<file path="config.mk">
export PLATFORM = sky130hd
export DESIGN_NAME = tbec_top
export DESIGN_NICKNAME = d
export VERILOG_FILES = /design/src/core/tbec_pkg.sv /design/src/core/tbec_top.sv
export VERILOG_INCLUDE_DIRS = /design/src /design/src/core
export SDC_FILE = /design/constraint.sdc
export NUM_CORES = 1
export LEC_CHECK = 0
export ABC_AREA = 0
export BUFFER_PORTS_ARGS = -buffer_cell sky130_fd_sc_hd__buf_2
export CAP_MARGIN = 20
export CORE_UTILIZATION = 25
export DETAILED_ROUTE_END_ITERATION = 8
export PLACE_DENSITY = 0.5
export SKIP_LAST_GASP = 1
export SLEW_MARGIN = 20
export SYNTH_ARGS = -nofsm -noshare
export SYNTH_HDL_FRONTEND = slang
export SYNTH_HIERARCHICAL = 1
export SYNTH_SLANG_ARGS = --single-unit
</file>
<file path="constraint.sdc">
create_clock -name clk -period 4.4 [get_ports clk]
set_clock_uncertainty 0.15 [all_clocks]
set_input_delay 0.44 -clock clk [delete_from_list [all_inputs] [get_ports clk]]
set_output_delay 0.44 -clock clk [all_outputs]
set_load 0.1 [all_outputs]
</file>
<file path="src/core/tbec_defs.svh">
// Offsets, field positions, codes and timing of the transmit bit coder
`ifndef TBEC_DEFS_SVH
`define TBEC_DEFS_SVH

// Register indices; byte address is four times the index
`define TBEC_IDX_BIT_FORMAT   7'h48
`define TBEC_IDX_DATA_CODING  7'h4a
`define TBEC_IDX_DATA_MOD     7'h4b
`define TBEC_IDX_CTRL         7'h50
`define TBEC_IDX_STATUS       7'h51
`define TBEC_IDX_TX_DATA      7'h52

`define TBEC_REG_RESET        8'h00
`define TBEC_BIT_FORMAT_MASK  8'hab

// Bit-format fields
`define TBEC_BF_HIGH_FIRST    7
`define TBEC_BF_PARITY_ODD    5
`define TBEC_BF_STOP_LEVEL    3
`define TBEC_BF_START_LEVEL   1
`define TBEC_BF_START_EN      0

// Data-coding fields
`define TBEC_DC_CODE_HI       7
`define TBEC_DC_CODE_LO       4
`define TBEC_DC_SUBCARRIER    3
`define TBEC_DC_RATE_HI       2
`define TBEC_DC_RATE_LO       0

// Data-modulation fields
`define TBEC_DM_FRAMESTEP     7
`define TBEC_DM_MILLER        6
`define TBEC_DM_PULSE_HI      5
`define TBEC_DM_PULSE_LO      4
`define TBEC_DM_INVERT        3
`define TBEC_DM_ENV_HI        2
`define TBEC_DM_ENV_LO        0

// Control and status fields
`define TBEC_CTRL_START       0
`define TBEC_CTRL_PARITY_EN   1
`define TBEC_CTRL_STOP_EN     2
`define TBEC_ST_BUSY          0
`define TBEC_ST_EMPTY         1
`define TBEC_ST_FULL          2

// Coding type codes
`define TBEC_CODE_NONE        4'h0
`define TBEC_CODE_COLLIDER    4'h1
`define TBEC_CODE_RZ_FIRST    4'h4
`define TBEC_CODE_RZ_LAST     4'h7
`define TBEC_CODE_ONE_OF_4    4'h8
`define TBEC_CODE_256_FULL    4'h9
`define TBEC_CODE_256_SILENT  4'ha
`define TBEC_CODE_256_LAST    4'hb
`define TBEC_CODE_PIE         4'hc

// Pulse position codes
`define TBEC_PULSE_NONE       2'h0
`define TBEC_PULSE_START      2'h1
`define TBEC_PULSE_HALF       2'h2
`define TBEC_PULSE_QUARTER3   2'h3

// Last slot and quarter indices inside one symbol
`define TBEC_SLOT_LAST_4      8'h03
`define TBEC_SLOT_LAST_256    8'hff
`define TBEC_PIE_ZERO_LAST    8'h01
`define TBEC_PIE_ONE_LAST     8'h03
`define TBEC_QUARTER_LAST     2'h3
`define TBEC_QUARTER_MID      2'h2
`define TBEC_QUARTER_FIRST    2'h0

// Frequencies and bit-rate select codes
`define TBEC_CLK_KHZ          50000
`define TBEC_RATE_26_KHZ      26
`define TBEC_RATE_53_KHZ      53
`define TBEC_RATE_106_KHZ     106
`define TBEC_RATE_212_KHZ     212
`define TBEC_RATE_424_KHZ     424
`define TBEC_RATE_848_KHZ     848
`define TBEC_SC_424_KHZ       424
`define TBEC_SC_848_KHZ       848
`define TBEC_RATE_53          3'h3
`define TBEC_RATE_106         3'h4
`define TBEC_RATE_212         3'h5
`define TBEC_RATE_424         3'h6
`define TBEC_RATE_848         3'h7

`endif

</file>
<file path="src/core/tbec_pkg.sv">
// Types shared by the transmit bit coder
package tbec_pkg;
  typedef enum logic [2:0] {
    TBEC_IDLE,
    TBEC_START,
    TBEC_DATA,
    TBEC_PARITY,
    TBEC_STOP,
    TBEC_GAP
  } tbec_state_type;
endpackage : tbec_pkg

</file>
<file path="src/core/tbec_top.sv">
// Transmit bit formatting and data coder with register slave and FIFO
//
// Implementation choice: the Avalon-MM interface to the registers.
`timescale 1ns/1ps
`include "tbec_defs.svh"

module tbec_fifo #(
  parameter int WIDTH = 8,
  parameter int DEPTH = 16
) (
  // Clock and reset
  input  wire logic             clk,
  input  wire logic             rst_b,
  // Fill side
  input  wire logic             in_valid,
  output logic                  in_ready,
  input  wire logic [WIDTH-1:0] in_data,
  // Drain side
  output logic                  out_valid,
  input  wire logic             out_ready,
  output logic [WIDTH-1:0]      out_data
);
  localparam int AW = $clog2(DEPTH);
  logic [WIDTH-1:0] mem [DEPTH];
  logic [AW-1:0]    wr_ptr;
  logic [AW-1:0]    rd_ptr;
  logic [AW:0]      count;
  wire              do_push = in_valid & in_ready;
  wire              do_pop  = out_valid & out_ready;

  assign in_ready  = count != (AW+1)'(DEPTH);
  assign out_valid = count != '0;
  assign out_data  = mem[rd_ptr];

  always_ff @(posedge clk) begin
    if (do_push) begin
      mem[wr_ptr] <= in_data;
    end
  end

  always_ff @(posedge clk) begin
    if (!rst_b) begin
      wr_ptr <= '0;
      rd_ptr <= '0;
      count  <= '0;
    end else begin
      if (do_push) wr_ptr <= wr_ptr + AW'(1);
      if (do_pop) rd_ptr <= rd_ptr + AW'(1);
      count <= count + (AW+1)'(do_push) - (AW+1)'(do_pop);
    end
  end
endmodule : tbec_fifo

module tbec_top #(
  parameter int FIFO_DEPTH = 16
) (
  // Clock and reset
  input  wire logic        clk,
  input  wire logic        rst_b,
  // Avalon-MM slave
  input  wire logic [8:0]  avs_address,
  input  wire logic        avs_read,
  input  wire logic        avs_write,
  input  wire logic [31:0] avs_writedata,
  input  wire logic [3:0]  avs_byteenable,
  output logic [31:0]      avs_readdata,
  output logic             avs_waitrequest,
  // Coded transmit stream
  output logic             tx_envelope,
  output logic             tx_subcarrier,
  output logic             tx_active
);
  // Quarter-bit length in clock cycles for a bit-rate code
  function automatic logic [10:0] quarter_len(input logic [2:0] sel);
    unique case (sel)
      `TBEC_RATE_53:  quarter_len = 11'(`TBEC_CLK_KHZ / (4 * `TBEC_RATE_53_KHZ));
      `TBEC_RATE_106: quarter_len = 11'(`TBEC_CLK_KHZ / (4 * `TBEC_RATE_106_KHZ));
      `TBEC_RATE_212: quarter_len = 11'(`TBEC_CLK_KHZ / (4 * `TBEC_RATE_212_KHZ));
      `TBEC_RATE_424: quarter_len = 11'(`TBEC_CLK_KHZ / (4 * `TBEC_RATE_424_KHZ));
      `TBEC_RATE_848: quarter_len = 11'(`TBEC_CLK_KHZ / (4 * `TBEC_RATE_848_KHZ));
      default:        quarter_len = 11'(`TBEC_CLK_KHZ / (4 * `TBEC_RATE_26_KHZ));
    endcase
  endfunction : quarter_len

  function automatic logic [7:0] bit_reverse(input logic [7:0] v);
    for (int i = 0; i < 8; i++) begin
      bit_reverse[i] = v[7-i];
    end
  endfunction : bit_reverse

  // Register file
  logic [7:0]  bit_format;
  logic [7:0]  data_coding;
  logic [7:0]  data_mod;
  logic        parity_en;
  logic        stop_en;
  logic        start_req;
  logic        read_ack;

  // Captured configuration
  logic [7:0]  cfg_bf;
  logic [7:0]  cfg_dc;
  logic [7:0]  cfg_dm;
  logic        cfg_par;
  logic        cfg_stop;

  // Sequencer
  tbec_pkg::tbec_state_type state;
  tbec_pkg::tbec_state_type next_state;
  logic [7:0]  tx_byte;
  logic [2:0]  bit_idx;
  logic [7:0]  slot;
  logic [1:0]  quarter;
  logic [10:0] tick;
  logic        prev_one;
  logic [5:0]  sc_cnt;
  logic        sc_phase;

  // FIFO link
  logic        fifo_in_ready;
  logic        fifo_out_valid;
  logic [7:0]  fifo_out_data;

  wire         lane0    = avs_byteenable[0];
  wire         hit_bf   = avs_address == {`TBEC_IDX_BIT_FORMAT, 2'h0};
  wire         hit_dc   = avs_address == {`TBEC_IDX_DATA_CODING, 2'h0};
  wire         hit_dm   = avs_address == {`TBEC_IDX_DATA_MOD, 2'h0};
  wire         hit_ctrl = avs_address == {`TBEC_IDX_CTRL, 2'h0};
  wire         hit_stat = avs_address == {`TBEC_IDX_STATUS, 2'h0};
  wire         hit_data = avs_address == {`TBEC_IDX_TX_DATA, 2'h0};
  wire         wr_lane  = avs_write & lane0;
  wire         push_req = wr_lane & hit_data;
  wire         start_wr = wr_lane & hit_ctrl
                          & avs_writedata[`TBEC_CTRL_START];
  wire         busy     = state != tbec_pkg::TBEC_IDLE;

  // Full FIFO stalls the data write
  assign avs_waitrequest = (avs_read & ~read_ack)
                           | (push_req & ~fifo_in_ready);

  wire [7:0] ctrl_view = {5'h00, stop_en, parity_en, start_req};
  wire [7:0] stat_view = {5'h00, ~fifo_in_ready, ~fifo_out_valid, busy};
  wire [7:0] rd_mux = hit_bf   ? (bit_format & `TBEC_BIT_FORMAT_MASK) :
                      hit_dc   ? data_coding :
                      hit_dm   ? data_mod :
                      hit_ctrl ? ctrl_view :
                      hit_stat ? stat_view : `TBEC_REG_RESET;

  // Live and captured fields
  wire        launch    = (state == tbec_pkg::TBEC_IDLE) & start_req
                          & fifo_out_valid;
  wire [3:0]  code      = cfg_dc[`TBEC_DC_CODE_HI:`TBEC_DC_CODE_LO];
  wire [1:0]  pulse_sel = cfg_dm[`TBEC_DM_PULSE_HI:`TBEC_DM_PULSE_LO];
  wire        miller    = cfg_dm[`TBEC_DM_MILLER];
  wire [2:0]  env_kind  = cfg_dm[`TBEC_DM_ENV_HI:`TBEC_DM_ENV_LO];
  wire        framestep = cfg_dm[`TBEC_DM_FRAMESTEP];
  wire [10:0] qlen_live =
    quarter_len(data_coding[`TBEC_DC_RATE_HI:`TBEC_DC_RATE_LO]);
  wire [10:0] qlen      = launch ? qlen_live :
    quarter_len(cfg_dc[`TBEC_DC_RATE_HI:`TBEC_DC_RATE_LO]);
  wire        q_tick    = tick == 11'h000;
  wire        slot_end  = q_tick & (quarter == `TBEC_QUARTER_LAST);

  // Coding class decode
  wire is_chip = (code == `TBEC_CODE_NONE) | (code == `TBEC_CODE_COLLIDER);
  wire is_rz   = (code >= `TBEC_CODE_RZ_FIRST) & (code <= `TBEC_CODE_RZ_LAST);
  wire is_4    = code == `TBEC_CODE_ONE_OF_4;
  wire is_256  = (code >= `TBEC_CODE_256_FULL) & (code <= `TBEC_CODE_256_LAST);
  wire is_pie  = code == `TBEC_CODE_PIE;

  wire [7:0] ordered  = cfg_bf[`TBEC_BF_HIGH_FIRST] ? bit_reverse(tx_byte)
                                                    : tx_byte;
  wire       cur_bit  = ordered[bit_idx];
  wire       nxt_bit  = ordered[bit_idx + 3'h1];
  wire [1:0] pair     = cfg_bf[`TBEC_BF_HIGH_FIRST] ? {cur_bit, nxt_bit}
                                                    : {nxt_bit, cur_bit};
  wire       par_bit  = (^tx_byte) ^ cfg_bf[`TBEC_BF_PARITY_ODD];
  wire [7:0] pie_last = cur_bit ? `TBEC_PIE_ONE_LAST : `TBEC_PIE_ZERO_LAST;

  // Symbol and byte boundaries in the data phase
  wire sym_end   = is_4   ? slot == `TBEC_SLOT_LAST_4 :
                   is_256 ? slot == `TBEC_SLOT_LAST_256 :
                   is_pie ? slot == pie_last : 1'b1;
  wire [2:0] bit_step = is_4 ? 3'h2 : 3'h1;
  wire [2:0] bit_last = is_4 ? 3'h6 : 3'h7;
  wire data_last = sym_end & (is_256 | (bit_idx == bit_last));

  // One-of-256 slot match with zero variants
  wire zero_val  = tx_byte == 8'h00;
  wire hit_256   = (code == `TBEC_CODE_256_SILENT) & zero_val ? 1'b0 :
                   (code == `TBEC_CODE_256_LAST) & zero_val
                     ? slot == `TBEC_SLOT_LAST_256 : slot == tx_byte;

  wire chip_bit = state == tbec_pkg::TBEC_START
                    ? cfg_bf[`TBEC_BF_START_LEVEL] :
                  state == tbec_pkg::TBEC_PARITY ? par_bit :
                  state == tbec_pkg::TBEC_STOP
                    ? cfg_bf[`TBEC_BF_STOP_LEVEL] :
                  is_4   ? slot[1:0] == pair :
                  is_256 ? hit_256 : cur_bit;

  wire shaped = pulse_sel == `TBEC_PULSE_NONE  ? chip_bit :
                pulse_sel == `TBEC_PULSE_START
                  ? chip_bit & (quarter == `TBEC_QUARTER_FIRST) :
                pulse_sel == `TBEC_PULSE_HALF  ? chip_bit & quarter[1] :
                chip_bit & (quarter == `TBEC_QUARTER_MID);
  wire miller_env = chip_bit ? quarter == `TBEC_QUARTER_MID
                             : ~prev_one & (quarter == `TBEC_QUARTER_FIRST);
  wire chip_env   = miller ? miller_env : shaped;
  wire in_data    = state == tbec_pkg::TBEC_DATA;

  wire data_env = is_chip ? chip_env :
                  is_rz   ? cur_bit & (quarter == code[1:0]) :
                  (is_4 | is_256) ? chip_env :
                  is_pie  ? ~((slot == pie_last) & quarter[1]) : 1'b0;
  wire env_raw  = in_data ? data_env :
                  (state == tbec_pkg::TBEC_GAP) ? 1'b0 : chip_env;
  wire framing  = busy & (state != tbec_pkg::TBEC_GAP);
  wire env_out  = framing & (env_raw ^ cfg_dm[`TBEC_DM_INVERT]);

  wire [5:0] sc_half = cfg_dc[`TBEC_DC_SUBCARRIER]
                       ? 6'(`TBEC_CLK_KHZ / (2 * `TBEC_SC_848_KHZ))
                       : 6'(`TBEC_CLK_KHZ / (2 * `TBEC_SC_424_KHZ));

  // End of the last element of a byte
  wire byte_done = slot_end & (
    (state == tbec_pkg::TBEC_STOP) |
    (state == tbec_pkg::TBEC_PARITY & ~cfg_stop) |
    (in_data & data_last & ~cfg_par & ~cfg_stop));
  wire gap_done  = slot_end & (state == tbec_pkg::TBEC_GAP);
  wire chain     = (byte_done & ~framestep) | gap_done;
  wire fifo_pop  = launch | (chain & fifo_out_valid);
  wire load_byte = fifo_pop;
  wire start_en  = launch ? bit_format[`TBEC_BF_START_EN]
                          : cfg_bf[`TBEC_BF_START_EN];
  wire [2:0] first_state_sel = start_en ? 3'h1 : 3'h2;

  always_comb begin
    next_state = state;
    unique case (state)
      tbec_pkg::TBEC_IDLE: begin
        if (launch) next_state = start_en ? tbec_pkg::TBEC_START
                                          : tbec_pkg::TBEC_DATA;
      end
      tbec_pkg::TBEC_START: begin
        if (slot_end) next_state = tbec_pkg::TBEC_DATA;
      end
      tbec_pkg::TBEC_DATA: begin
        if (slot_end & data_last) begin
          next_state = cfg_par  ? tbec_pkg::TBEC_PARITY :
                       cfg_stop ? tbec_pkg::TBEC_STOP : tbec_pkg::TBEC_IDLE;
        end
      end
      tbec_pkg::TBEC_PARITY: begin
        if (slot_end) next_state = cfg_stop ? tbec_pkg::TBEC_STOP
                                            : tbec_pkg::TBEC_IDLE;
      end
      tbec_pkg::TBEC_STOP: begin
        if (slot_end) next_state = tbec_pkg::TBEC_IDLE;
      end
      tbec_pkg::TBEC_GAP: begin
        if (slot_end) next_state = tbec_pkg::TBEC_IDLE;
      end
    endcase
    if (byte_done & framestep) next_state = tbec_pkg::TBEC_GAP;
    if (chain) begin
      next_state = !fifo_out_valid ? tbec_pkg::TBEC_IDLE :
                   first_state_sel[0] ? tbec_pkg::TBEC_START
                                      : tbec_pkg::TBEC_DATA;
    end
  end

  // Register slave
  always_ff @(posedge clk) begin
    if (!rst_b) begin
      bit_format   <= `TBEC_REG_RESET;
      data_coding  <= `TBEC_REG_RESET;
      data_mod     <= `TBEC_REG_RESET;
      parity_en    <= 1'b0;
      stop_en      <= 1'b0;
      start_req    <= 1'b0;
      read_ack     <= 1'b0;
      avs_readdata <= 32'h0000_0000;
    end else begin
      read_ack <= avs_read & ~read_ack;
      if (avs_read & ~read_ack) avs_readdata <= {24'h00_0000, rd_mux};
      if (wr_lane & hit_bf) begin
        bit_format <= avs_writedata[7:0] & `TBEC_BIT_FORMAT_MASK;
      end
      if (wr_lane & hit_dc) data_coding <= avs_writedata[7:0];
      if (wr_lane & hit_dm) data_mod <= avs_writedata[7:0];
      if (wr_lane & hit_ctrl) begin
        parity_en <= avs_writedata[`TBEC_CTRL_PARITY_EN];
        stop_en   <= avs_writedata[`TBEC_CTRL_STOP_EN];
      end
      start_req <= start_wr | (start_req & ~launch);
    end
  end

  // Sequencer
  always_ff @(posedge clk) begin
    if (!rst_b) begin
      state    <= tbec_pkg::TBEC_IDLE;
      cfg_bf   <= `TBEC_REG_RESET;
      cfg_dc   <= `TBEC_REG_RESET;
      cfg_dm   <= `TBEC_REG_RESET;
      cfg_par  <= 1'b0;
      cfg_stop <= 1'b0;
      tx_byte  <= 8'h00;
      bit_idx  <= 3'h0;
      slot     <= 8'h00;
      quarter  <= 2'h0;
      tick     <= 11'h000;
      prev_one <= 1'b0;
    end else begin
      state <= next_state;
      if (launch) begin
        cfg_bf   <= bit_format;
        cfg_dc   <= data_coding;
        cfg_dm   <= data_mod;
        cfg_par  <= parity_en;
        cfg_stop <= stop_en;
      end
      if (load_byte) begin
        tx_byte <= fifo_out_data;
        bit_idx <= 3'h0;
        slot    <= 8'h00;
      end else if (slot_end & in_data) begin
        slot    <= sym_end ? 8'h00 : slot + 8'h01;
        bit_idx <= sym_end ? bit_idx + bit_step : bit_idx;
      end
      if (launch) begin
        tick    <= qlen - 11'h001;
        quarter <= 2'h0;
      end else if (busy) begin
        tick    <= q_tick ? qlen - 11'h001 : tick - 11'h001;
        quarter <= q_tick ? quarter + 2'h1 : quarter;
      end
      if (launch) prev_one <= 1'b0;
      else if (slot_end) prev_one <= chip_bit;
    end
  end

  // Output stage and subcarrier
  always_ff @(posedge clk) begin
    if (!rst_b) begin
      sc_cnt        <= 6'h00;
      sc_phase      <= 1'b0;
      tx_envelope   <= 1'b0;
      tx_subcarrier <= 1'b0;
      tx_active     <= 1'b0;
    end else begin
      sc_cnt   <= (sc_cnt == 6'h00) ? sc_half - 6'h01 : sc_cnt - 6'h01;
      sc_phase <= (sc_cnt == 6'h00) ? ~sc_phase : sc_phase;
      tx_envelope   <= env_out;
      tx_subcarrier <= env_out & sc_phase & (env_kind != 3'h0);
      tx_active     <= framing;
    end
  end

  tbec_fifo #(
    .WIDTH (8),
    .DEPTH (FIFO_DEPTH)
  ) u_fifo (
    .clk       (clk),
    .rst_b     (rst_b),
    .in_valid  (push_req),
    .in_ready  (fifo_in_ready),
    .in_data   (avs_writedata[7:0]),
    .out_valid (fifo_out_valid),
    .out_ready (fifo_pop),
    .out_data  (fifo_out_data)
  );
endmodule : tbec_top

</file>
==> flow_summary.ini <==
[worst_setup_path]
critical_path.cell_chain = inv_1 -> ha_2 -> or4b_1 -> or2_4 -> nor3_4 -> nand2_1 -> or3_4 -> inv_1 -> a21oi_2 -> inv_2 -> nand2_4 -> inv_1 -> ha_1 -> inv_1 -> ha_1 -> inv_1 -> fa_1 -> nand2b_1 -> a21oi_1 -> o21ai_0 -> and3b_1
path_common_cell = inv_1
crit_type = reg -> reg
cp.arrival_ns = 4.45
critPathCaptureType = flop
cpPeakStageDelay_ns = 0.47
crit_slowest_cell = or4b_1
start_kind = flop
crit_required_ns = 4.69
cp_max_fo = 4

[synthesis]
async_flop_share_pct = 0
seq_area_frac_synth_pct = 51.27
synth_top_flop_cell = edfxtp_1
ys_ff_latch = 247
ys_warn_count = 6
yosys.cell_types.count = 86
avgSynthCellArea_um2 = 11.52
synth_top_area_share_pct = 31.65
synth_area_leaders = edfxtp_1 32%, dfxtp_1 20%, mux4_2 4.5%
synth_top_area_cell = edfxtp_1
synth_edf_count = 128
synth_area_um2 = 12140
synthCells = 1054

[timing]
fin_tns_setup_ns = 0
timing.final.crit_share_pct = 94.36
tightest_slew_ns = 0.9906
fmax_ghz = 0.2409
min_period_ns = 4.152
hold_viol_final = 0
rsz0062_at_grt = no
setup_viol = 0
relSlewSlack_pct = 33.71
maxSlewViolCount = 0

[routing]
antenna_left = 0
wl_per_cell_um = 16.21
drc = 0
dr.pass1.iters = 5
via_per_inst = 4.649
routed_wl_mm = 28.13
drtIter0Drc = 550
vias = 8071

[cts]
clk_pin_slew_ns = 0.06
clk_latency_ns = 0.56
cts.sinks = 247
clk_path_buf_depth = 3
htree_levels = 1
post_cts_buffers = 0
cts_root_buf = clkbuf_16
cts_made_buffers = 28
cts_tree = built

[run]
max_cap_viol_count = 0

[die]
fp.dieW_um = 222.4
dieArea_um2 = 49460
start_util_pct = 25.38
core_area_um2 = 47850
die_y_um = 222.4
ioPinCount = 85
rows = 80

[global_routing]
antenna_found_initial = 0
grt_max_degree = 55
grt_pass1_vias = 7920
grt_pass1_wl_mm = 45.10
grt_util_all_layers_pct = 11.48
grt-ovfl-total = 0

[hold_path]
worstHoldPathType = in -> reg

[pwr]
power_per_cell_area_nw_per_um2 = 372.5
ir_drop_uv = 294.2
p_leak_nw = 4.870

[final_layout]
seq_area_um2 = 6232
areaGrowthSynthToFinish_pct = 15.05
multi_input_area_um2 = 5383
stdcell_count = 1736
fillers = 4913
layout.nets = 1174
drive_above_1_share_pct = 15.79
diodes = 0

[placement]
place_hpwl_mm = 19.49
portBuffers = 33
dp.cells = 1684
place_congestion = 0.8198

[status]
status = complete, no violations
[flip-flops by register name, indices dropped and copies added (netlist names), 2 cells and up, named ones only]
name	count
avs_readdata	8
bit_format	5
cfg_dm	8
tx_byte	8
state	3
bit_idx	3
data_mod	8
quarter	2
sc_cnt	6
cfg_dc	8
cfg_bf	5
u_fifo/mem	128
tick	11
data_coding	8
slot	8
u_fifo/wr_ptr	4
u_fifo/count	5
u_fifo/rd_ptr	4
[logic make-up (layout without fill, tap and decap cells)]
kind of cell	count (synthesis)	count (layout)	share of synthesized area, %
AOI/OAI and AO/OA	182	182	10.81
xor gates and xnor gates	33	33	2.493
adders and majority gates	26	26	2.802
buffers and inverters	120	164	5.203
DFF	247	247	51.27
muxes	87	87	11.87
other	1	24	0.03088
and+or+nand+nor	358	358	15.53
[cell type report]
class	instances	share of cell area [%]
Clock buffer	35	5.489
Clock inverter	17	1.549
Inverter	41	1.101
Multi-Input combinational cell	710	38.52
Sequential cell	247	44.60
Tap cell	615	5.507
Timing Repair Buffer	71	3.224
[worst paths after layout]
kind	from	endpoint	slack (ns)	cells past startpoint
max	tick[0]	u_fifo/count[4]	0.25	21
min	avs_writedata[4]	u_fifo/mem[10][4]	0.16	1
max reg2reg	tick[0]	u_fifo/count[4]	0.25	21
min reg2reg	cfg_bf[3]	cfg_bf[3]	0.32	2
[metrics by stage]
stage / setup WS (ns) / hold WS (ns) / cell area (um2) / utilization, % / total power, mW
final: 0.2483 / 0.1572 / 13970 / 29.20 / 5.205
after global routing: 0.003283 / 0.1564 / 13970 / 29.20 / 5.393
after CTS: 0.07153 / 0.1388 / 13960 / 29.17 / 5.271
after detailed placement: 0.09528 / 0.3132 / 12970 / 27.12 / 2.806
after global placement: 0.1118 / 0.3066 / 12970 / 27.12 / 2.802
after floorplan: 0.1017 / 0.2869 / 12230 / - / 2.755
[Yosys cell counts, types with 20 or more instances]
library cell	number
and2_1	25
a22oi_1	20
a21boi_0	31
clkbuf_1	35
nor3_1	20
dfxtp_1	119
nor2_1	69
ha_1	24
nand2_1	93
nand3_1	20
inv_1	41
buf_4	27
o21ai_0	27
mux4_2	24
a21oi_1	35
mux2i_1	41
nor2b_1	53
edfxtp_1	128
xnor2_1	24
[worst max-delay path, delay by kind of cell (launching register included)]
kind                       cells  cell delay, ns
buffers and inverters          6            0.45
DFF                            1            0.34
and+or+nand+nor                8            1.82
adders and majority gates      4            0.93
AOI/OAI and AO/OA              3            0.34
[layer usage]
| metal | vias up | track usage (%) | share of wire [%] |
|---|---|---|---|
| li1 | 3911 | - | - |
| met1 | 3974 | 15.69 | 48 |
| met2 | 157 | 18.71 | 46 |
| met3 | 29 | 1.693 | 3.7 |
| met4 | 0 | 3.448 | 1.7 |
| met5 | - | 0 | 0 |
[report_power, final]
part           switching (mW)  leakage [nW]  total (mW)  internal, mW
Clock                   0.972         0.472        2.45          1.48
Combinational           0.213          2.29       0.284        0.0703
Sequential             0.0227          2.11        2.47          2.45
[cells in the final DEF, fill, tap and decap left out, types with 5 or more instances in the layout]
cell type	netlist	layout
edfxtp_1	128	128
dfxtp_1	119	116
nand2_1	93	93
nor2_1	69	69
nor2b_1	53	53
mux2i_1	41	41
inv_1	41	40
buf_4	27	38
a21oi_1	35	35
buf_2	6	33
a21boi_0	31	31
clkbuf_16	0	28
o21ai_0	27	27
and2_1	25	25
mux4_2	24	24
xnor2_1	24	24
conb_1	1	24
ha_1	24	23
nand3_1	20	20
nor3_1	20	20
a22oi_1	20	20
mux4_1	16	16
and3_1	11	11
nand4_1	10	10
xor2_1	8	8
nor3b_1	8	8
a31oi_1	8	8
o31ai_1	7	7
nand2b_1	6	6
or4_1	6	6
nor4_1	6	6
o211a_1	5	5
mux2_2	5	5
a221oi_1	5	5
a211oi_1	5	5
[what timing repair did]
item / 4_1_cts / 5_1_grt
resized for setup: 0 / 6
hold buffers: 0 / 0
endpoints found under the setup margin: 0 / 1
Note: power is estimated with default switching activity, not from simulation.
